--- config.mk ---
export PLATFORM = sky130hd
export DESIGN_NAME = swd_core
export DESIGN_NICKNAME = d
export VERILOG_FILES = /design/src/hw/swd_pkg.sv /design/src/hw/swd_sync.sv /design/src/hw/swd_tick.sv /design/src/hw/swd_core.sv
export VERILOG_INCLUDE_DIRS = /design/src /design/src/hw
export SDC_FILE = /design/constraint.sdc
export NUM_CORES = 1
export LEC_CHECK = 0
export BUFFER_PORTS_ARGS = -buffer_cell sky130_fd_sc_hd__buf_2
export CAP_MARGIN = 20
export CORE_MARGIN = 2
export CORE_UTILIZATION = 55
export DETAILED_ROUTE_END_ITERATION = 8
export PLACE_DENSITY = 0.77
export SLEW_MARGIN = 15
export SYNTH_ARGS = -nofsm -noshare
export SYNTH_HDL_FRONTEND = slang
export SYNTH_SLANG_ARGS = --single-unit
export TNS_END_PERCENT = 10
--- constraint.sdc ---
create_clock -name CLK -period 4.5 [get_ports CLK]
set_input_delay 0.225 -clock CLK [delete_from_list [all_inputs] [get_ports CLK]]
set_output_delay 0.225 -clock CLK [all_outputs]
set_load 0.1 [all_outputs]
--- src/hw/swd_map.svh ---
`ifndef SWD_MAP_SVH
`define SWD_MAP_SVH

// core clock, also the internal oscillator time base
`define SWD_CLK_HZ 100000000
`define SWD_TICKS_PER_MS (`SWD_CLK_HZ / 1000)

// internal oscillator periods, in milliseconds
`define SWD_T_RESET_MS 200
`define SWD_T_WD_LONG_MS 1600
`define SWD_T_WD_SHORT_MS 100

// external clock / capacitor oscillator periods, in oscillator ticks
`define SWD_EXT_WD_TICKS 1024
`define SWD_EXT_WD_FIRST_TICKS 4096
`define SWD_EXT_RESET_TICKS 2048

// counter width, wide enough for the longest internal period
`define SWD_CNT_W 32

// reset values of the outputs
`define SWD_RST_RESET_N 1'h0
`define SWD_RST_WDO_N 1'h1

`endif

--- src/hw/swd_pkg.sv ---
package swd_pkg;

	// core sequencing states
	typedef enum logic [0:0] {
		SWD_ST_RESET,
		SWD_ST_WATCH
	} swd_state_t;

	// timing source decoded from the three configuration inputs
	typedef enum logic [1:0] {
		SWD_MODE_INT_LONG,
		SWD_MODE_INT_SHORT,
		SWD_MODE_EXT_CLK,
		SWD_MODE_EXT_CAP
	} swd_mode_t;

	// synchroniser state: first and second stage of three flags
	typedef struct packed {
		logic [2:0] stage1;
		logic [2:0] stage2;
	} swd_sync_state_t;

	// tick generator state
	typedef struct packed {
		logic ext_clk_prev;
	} swd_tick_state_t;

	// core watchdog state
	typedef struct packed {
		swd_state_t state;
		logic [31:0] count;
		logic first_period;
		logic wdo_n;
		logic reset_n;
		logic kick_prev;
		logic ce_gate;
		logic pf_flag_n;
		logic batt_sel;
	} swd_core_state_t;

endpackage : swd_pkg

--- src/hw/swd_sync.sv ---
`timescale 1ns/1ps
`include "swd_map.svh"

// two-flop synchroniser for the analog comparator flags
module swd_sync (
	input wire logic clk,
	input wire logic rst,
	input wire logic [2:0] flags_in,
	output logic [2:0] flags_out
);
	import swd_pkg::*;

	swd_sync_state_t cur;
	swd_sync_state_t next_cur;

	// stage1 is only ever read by stage2
	always_comb begin
		next_cur = cur;
		next_cur.stage1 = flags_in;
		next_cur.stage2 = cur.stage1;
	end

	// reset to "supply bad, no fault": safest view until the flags settle
	always_ff @(posedge clk) begin
		if (rst) begin
			cur <= '0;
		end else begin
			cur <= next_cur;
		end
	end

	assign flags_out = cur.stage2;
endmodule : swd_sync

--- src/hw/swd_tick.sv ---
`timescale 1ns/1ps
`include "swd_map.svh"

// picks the tick source and period lengths for the selected mode
module swd_tick #(
	parameter logic [31:0] RESET_CYC = 32'h0,
	parameter logic [31:0] WD_LONG_CYC = 32'h0,
	parameter logic [31:0] WD_SHORT_CYC = 32'h0
) (
	input wire logic clk,
	input wire logic rst,
	input swd_pkg::swd_mode_t mode,
	input wire logic osc_timing_in,
	input wire logic cap_osc_tick,
	output logic tick,
	output logic [31:0] lim_normal,
	output logic [31:0] lim_first,
	output logic [31:0] lim_reset
);
	import swd_pkg::*;

	swd_tick_state_t cur;
	swd_tick_state_t next_cur;

	always_comb begin
		next_cur = cur;
		next_cur.ext_clk_prev = osc_timing_in;
	end

	always_ff @(posedge clk) begin
		if (rst) begin
			cur <= '0;
		end else begin
			cur <= next_cur;
		end
	end

	// internal mode counts core clocks; external modes count oscillator ticks
	always_comb begin
		unique case (mode)
			SWD_MODE_INT_LONG: begin
				tick = 1'h1;
				lim_normal = WD_LONG_CYC;
				lim_first = WD_LONG_CYC;
				lim_reset = RESET_CYC;
			end
			SWD_MODE_INT_SHORT: begin
				tick = 1'h1;
				lim_normal = WD_SHORT_CYC;
				lim_first = WD_LONG_CYC;
				lim_reset = RESET_CYC;
			end
			SWD_MODE_EXT_CLK: begin
				tick = osc_timing_in & ~cur.ext_clk_prev; // rising edge of external clock
				lim_normal = 32'(`SWD_EXT_WD_TICKS);
				lim_first = 32'(`SWD_EXT_WD_FIRST_TICKS);
				lim_reset = 32'(`SWD_EXT_RESET_TICKS);
			end
			SWD_MODE_EXT_CAP: begin
				// cap oscillator period is scaled so 600:2400:1200 ms maps to these counts
				tick = cap_osc_tick;
				lim_normal = 32'(`SWD_EXT_WD_TICKS);
				lim_first = 32'(`SWD_EXT_WD_FIRST_TICKS);
				lim_reset = 32'(`SWD_EXT_RESET_TICKS);
			end
		endcase
	end
endmodule : swd_tick

--- src/hw/swd_core.sv ---
`timescale 1ns/1ps
`include "swd_map.svh"

module swd_core #(
	parameter logic [31:0] RESET_CYC = 32'(`SWD_T_RESET_MS * `SWD_TICKS_PER_MS),
	parameter logic [31:0] WD_LONG_CYC = 32'(`SWD_T_WD_LONG_MS * `SWD_TICKS_PER_MS),
	parameter logic [31:0] WD_SHORT_CYC = 32'(`SWD_T_WD_SHORT_MS * `SWD_TICKS_PER_MS)
) (
	input wire logic CLK,
	input wire logic SYS_RST,
	input wire logic SUPPLY_VALID,
	input wire logic VCC_BELOW_BATT,
	input wire logic POWER_FAIL_SENSE_LOW,
	input wire logic OSC_SOURCE_SELECT,
	input wire logic OSC_TIMING_IN,
	input wire logic OSC_CAP_PRESENT,
	input wire logic CAP_OSC_TICK,
	input wire logic WATCHDOG_KICK_IN,
	input wire logic CE_IN_N,
	output logic CE_OUT_N,
	output logic WATCHDOG_FLAG_N,
	output logic RESET_N,
	output logic RESET,
	output logic POWER_FAIL_FLAG_N,
	output logic BACKUP_SUPPLY_SELECT,
	output logic KICK_BIAS_EN
);
	import swd_pkg::*;

	swd_core_state_t cur;
	swd_core_state_t next_cur;
	logic [2:0] flags_sync;
	logic supply_ok;
	logic below_batt;
	logic pf_low;
	swd_mode_t mode;
	logic tick;
	logic [31:0] lim_normal;
	logic [31:0] lim_first;
	logic [31:0] lim_reset;
	logic [31:0] lim_watch;
	logic kick_edge;
	logic [31:0] count_inc;

	// comparator flags cross in from the analog side
	swd_sync u_sync (
		.clk(CLK),
		.rst(SYS_RST),
		.flags_in({POWER_FAIL_SENSE_LOW, VCC_BELOW_BATT, SUPPLY_VALID}),
		.flags_out(flags_sync)
	);

	assign supply_ok = flags_sync[0];
	assign below_batt = flags_sync[1];
	assign pf_low = flags_sync[2];

	// decode the configuration inputs into a timing mode
	always_comb begin
		if (OSC_SOURCE_SELECT) begin
			mode = OSC_TIMING_IN ? SWD_MODE_INT_LONG : SWD_MODE_INT_SHORT;
		end else begin
			mode = OSC_CAP_PRESENT ? SWD_MODE_EXT_CAP : SWD_MODE_EXT_CLK;
		end
	end

	swd_tick #(
		.RESET_CYC(RESET_CYC),
		.WD_LONG_CYC(WD_LONG_CYC),
		.WD_SHORT_CYC(WD_SHORT_CYC)
	) u_tick (
		.clk(CLK),
		.rst(SYS_RST),
		.mode(mode),
		.osc_timing_in(OSC_TIMING_IN),
		.cap_osc_tick(CAP_OSC_TICK),
		.tick(tick),
		.lim_normal(lim_normal),
		.lim_first(lim_first),
		.lim_reset(lim_reset)
	);

	// either polarity counts as a kick
	assign kick_edge = WATCHDOG_KICK_IN ^ cur.kick_prev;
	assign count_inc = cur.count + 32'h1;
	// long period holds until the first kick after reset
	assign lim_watch = cur.first_period ? lim_first : lim_normal;

	// watchdog and reset sequencing
	always_comb begin
		next_cur = cur;
		next_cur.kick_prev = WATCHDOG_KICK_IN;
		next_cur.ce_gate = supply_ok;
		next_cur.pf_flag_n = ~pf_low;
		next_cur.batt_sel = below_batt & ~supply_ok;
		if (!supply_ok) begin
			// watchdog off, reset held, period restarts once supply recovers
			next_cur.state = SWD_ST_RESET;
			next_cur.count = 32'h0;
			next_cur.reset_n = 1'h0;
			next_cur.wdo_n = 1'h1;
			next_cur.first_period = 1'h1;
		end else begin
			if (kick_edge) begin
				next_cur.wdo_n = 1'h1;
			end
			unique case (cur.state)
				SWD_ST_RESET: begin
					next_cur.reset_n = 1'h0;
					if (tick) begin
						if (count_inc >= lim_reset) begin
							// pulse over: fresh long watchdog period
							next_cur.state = SWD_ST_WATCH;
							next_cur.count = 32'h0;
							next_cur.reset_n = 1'h1;
							next_cur.first_period = 1'h1;
						end else begin
							next_cur.count = count_inc;
						end
					end
				end
				SWD_ST_WATCH: begin
					next_cur.reset_n = 1'h1;
					if (kick_edge) begin
						next_cur.count = 32'h0;
						next_cur.first_period = 1'h0;
					end else if (tick) begin
						if (count_inc >= lim_watch) begin
							// timeout: flag low and start a reset pulse
							next_cur.wdo_n = 1'h0;
							next_cur.state = SWD_ST_RESET;
							next_cur.reset_n = 1'h0;
							next_cur.count = 32'h0;
						end else begin
							next_cur.count = count_inc;
						end
					end
				end
			endcase
		end
	end

	// reset puts the part in its power-up view: reset asserted, memory gated
	always_ff @(posedge CLK) begin
		if (SYS_RST) begin
			cur.state <= SWD_ST_RESET;
			cur.count <= 32'h0;
			cur.first_period <= 1'h1;
			cur.wdo_n <= `SWD_RST_WDO_N;
			cur.reset_n <= `SWD_RST_RESET_N;
			cur.kick_prev <= 1'h0;
			cur.ce_gate <= 1'h0;
			cur.pf_flag_n <= 1'h1;
			cur.batt_sel <= 1'h0;
		end else begin
			cur <= next_cur;
		end
	end

	// gate is combinational so chip-enable sees no added clock latency
	assign CE_OUT_N = cur.ce_gate ? CE_IN_N : 1'h1;
	assign WATCHDOG_FLAG_N = cur.wdo_n;
	assign RESET_N = cur.reset_n;
	assign RESET = ~cur.reset_n;
	assign POWER_FAIL_FLAG_N = cur.pf_flag_n;
	assign BACKUP_SUPPLY_SELECT = cur.batt_sel;
	assign KICK_BIAS_EN = cur.ce_gate;
endmodule : swd_core

==> results by group <==
Clocking
  – CTS max path bufs: 2
  – H-tree depth: 2
  – Hold-fix buffers, CTS: 0
  – CTS sink cnt: 46
  – Skew-Pair Late Insertion Delay: 320 ps
  – TritonCTS Buffers: 5
  – CTS tree: built
  – Clock Pin Slew Worst Setup and Hold Paths: about 100 ps
  – Root Buffer: clkbuf_8

Global routing
  – Grt total ovfl: 0
  – GRT Util Overall: 27.3%
  – Initial antenna violation count: 0
  – Vias in the first global route: 2797
  – First-pass GRT wire length: roughly 14000 um
  – Largest net degree at the start of global routing: 20

Pwr
  – Sw Share: 26.7%
  – Internal: 0.000539 W
  – P_leak: 1.36 nW
  – Pwr Density: 211 nW/um^2
  – Clock network fraction of total power: 36.5%
  – Net switching power: 0.000196 W
  – Comb pwr share: 7.3%
  – Flop pwr share: a little under three fifths
  – VDD IR max: 201 uV

Logic synthesis
  – Synth warn: 0
  – XOR/XNOR share of the synthesized area: 7.53%
  – Largest cells by area after synthesis: dfxtp_1, ha_1, nand2_1
  – Cells after synthesis: 406
  – Largest family of logic cells by synthesized area: simple AND/OR/NAND/NOR gates
  – Post-synth top cells: nand2_1, dfxtp_1, nor2_1, ha_1, xnor2_1
  – Asr flop ratio synth: 0%
  – Syn_area_per_cell: 8.02 sq um
  – Synthesized cell area: 3260 sq um
  – Fraction of the mapped netlist area in adder cells: roughly 8.4%
  – Syn nets: 439
  – Cell taking the most area after synthesis: dfxtp_1
  – Top-count cell post-synth: nand2_1
  – Post-synth top area share: 28.3%
  – Post-synthesis simple-gate area fraction: roughly a third
  – Post-synthesis mux area share: 0.307%
  – Prevailing post-synth register cell: dfxtp_1
  – Synthesis-stage register bit count: 46
  – Synth cell types: 64
  – Synth Area in Compound Gates: 17.5%
  – Post-synthesis sequential area ratio: 28.3%
  – EDFF count, synth: 0

Worst setup path
  – R2R depth: 15
  – FF-to-FF End: cur[15]$_SDFFE_PP0P_
  – WP data arrival: 4390 ps
  – Crit path max fanout: 10
  – Critical path required time: between 4000 and 5000 ps
  – Reg2reg setup slack: 350 ps
  – Cell Chain, Critical Path: and3_1, nand4_1, o21a_1, or2_2, ha_1, nand4_1, a21oi_1, nor4_1, o2111ai_1, a32o_1, a211o_1, a211oi_2, buf_4, nor2_4, o31ai_2
  – CP delay by family, top: compound AO/OA/AOI/OAI gates
  – R2r startpoint: cur[11]$_SDFFE_PP0P_
  – Critical Path Source Type: flip-flop
  – Slowest stage cell, crit path: dfxtp_1
  – Nature of the critical path endpoint: flip-flop
  – CP dominant cell by count: nand4_1
  – CP bufs+invs: 1
  – Delay of the slowest critical-path stage: 460 ps
  – Crit Path Category: reg2reg

STA
  – Final period utilization: between 90% and 100%
  – Clock Skews: ~9.2 ps
  – Fin Setup TNS: 0 ps
  – Slew Limit Headroom: 56.2%
  – Period minus WS final: 4150 ps
  – RSZ-0062 raised after global routing: no
  – Final Slew Violations: 0
  – Final hold violation count: 0
  – Peak Freq: 241 MHz
  – Final count of negative-setup-slack endpoints: 0
  – Setup ws final: 347 ps
  – Least-Margin Pin Slew: about 660 ps

Detailed routing
  – DRT Wirelength: around 8400 um
  – WL per Instance: 17.1 um
  – DRC viols: 0
  – First-pass DRT Iterations: 6
  – Initial DRC count: 285
  – Routed vias: 3081
  – Routed Antenna Nets: 0
  – Drt via density: between 6 and 7

Floorplanning
  – # rows: 28
  – Die ar.: 6560 sq um
  – Die Ht: 81.0 um
  – Die W: 81.0 um
  – Top-level I/O count: 18
  – Core area: 5820 sq um
  – Initial Util: 56.0%

Place
  – Routability congestion estimate: 1.02
  – Port-buffer cells: 17
  – Post-DP HPWL: 6320 um
  – DP Worst Slack: roughly 250 ps

Layout
  – Syn-to-layout area delta: 7.18%
  – Max reg flops: 34
  – Share of cells above drive strength 1: 12.7%
  – Final nets: 448
  – Antenna cells: 0
  – Largest Register: cur
  – Fillers: 535

Run status
  – Status: complete, no violations

Worst hold path
  – Worst Hold Path Cells: 2
  – Class of the worst hold path: in2reg
  – Min-delay src: SUPPLY_VALID
  – Worst Hold Path EP: u_sync.cur[3]$_SDFF_PP0_

Run
  – Max-Cap Viols: 0
repair_timing:
item,in CTS,in global routing
buffers inserted,0,0
gates resized for setup,0,4
endpoints found under the setup margin,0,28
how the worst max path moves through the flow:
stage                              start                   end  slack [ps]  cells after the start
finish              cur[11]$_SDFFE_PP0P_  cur[15]$_SDFFE_PP0P_         350                     15
global route         cur[7]$_SDFFE_PP0P_  cur[17]$_SDFFE_PP0P_          40                     14
CTS                  cur[7]$_SDFFE_PP0P_  cur[15]$_SDFFE_PP0P_         200                     15
detailed placement   cur[7]$_SDFFE_PP0P_  cur[15]$_SDFFE_PP0P_         250                     15
global placement     cur[7]$_SDFFE_PP0P_  cur[17]$_SDFFE_PP0P_         450                     14
floorplan            cur[7]$_SDFFE_PP0P_  cur[14]$_SDFFE_PP0P_         890                     16
cell usage in the layout (no fill, tap or decap), types with 6 or more instances in the layout:
cell type  Yosys  layout
buf_4          3       7
nor2_1        28      28
and3_1        11      11
dfxtp_1       46      45
and2_1        16      16
nor3_1        11      11
buf_2         10      17
xor2_1        10      10
a21oi_1       12      12
inv_1          7       7
nor2b_1       11      11
ha_1          22      21
nand2_1       53      53
o21ai_0        8       8
a31oi_1        8       8
nand3_1       16      16
o21ai_1        6       6
nand4_1       11      11
xnor2_1       18      18
power by group through the flow:
stage | Combinational [W] | Sequential (W) | Clock (W)
final | 0.0000540 | 0.000413 | 0.000269
after floorplan | 0.0000302 | 0.000427 | 0
after detailed placement | 0.0000516 | 0.000422 | 0
after global placement | 0.0000508 | 0.000422 | 0
after global routing | 0.0000581 | 0.000414 | 0.000290
after CTS | 0.0000522 | 0.000413 | 0.000273
layer usage:
layer	vias to the layer above	wire length [um]	track usage [%]	share of wire, %
met5	-	0	0	0
met4	0	276	12.7	3.3
met3	27	601	5.00	7.2
met2	135	3900	44.1	46
met1	1426	3610	35.2	43
li1	1493	-	-	-
layout make-up:
| type | instances | area (sq um) | share of cell area, % |
|---|---|---|---|
| clock buffers | 5 | 68.8 | 1.97 |
| clock inverters | 3 | 23.8 | 0.681 |
| inverters | 8 | 30.0 | 0.860 |
| multi-input cells | 330 | 2220 | 63.5 |
| flip-flops and latches | 46 | 922 | 26.4 |
| well taps | 75 | 93.8 | 2.69 |
| repair buffers | 24 | 138 | 3.94 |
per-stage QoR:
| step | hold slack (ps) | power, W | instance area [sq um] | std cells | util [%] |
|---|---|---|---|---|---|
| 2_1_floorplan | 353 | 0.000457 | 3260 | 406 | - |
| 3_3_place_gp | 357 | 0.000473 | 3380 | 482 | 58.0 |
| 3_5_place_dp | 364 | 0.000474 | 3380 | 482 | 58.0 |
| 4_1_cts | 109 | 0.000738 | 3470 | 490 | 59.6 |
| 5_1_grt | 110 | 0.000761 | 3490 | 491 | 60.0 |
| 6_report | 117 | 0.000736 | 3490 | 491 | 60.0 |
logic make-up after synthesis:
kind of cell	after synthesis
xor gates and xnor gates	28
and+or+nand+nor	200
buffers and inverters	30
AOI/OAI and AO/OA	79
adders and majority gates	22
DFF	46
muxes	1
Note: power is estimated with default switching activity, not from simulation.
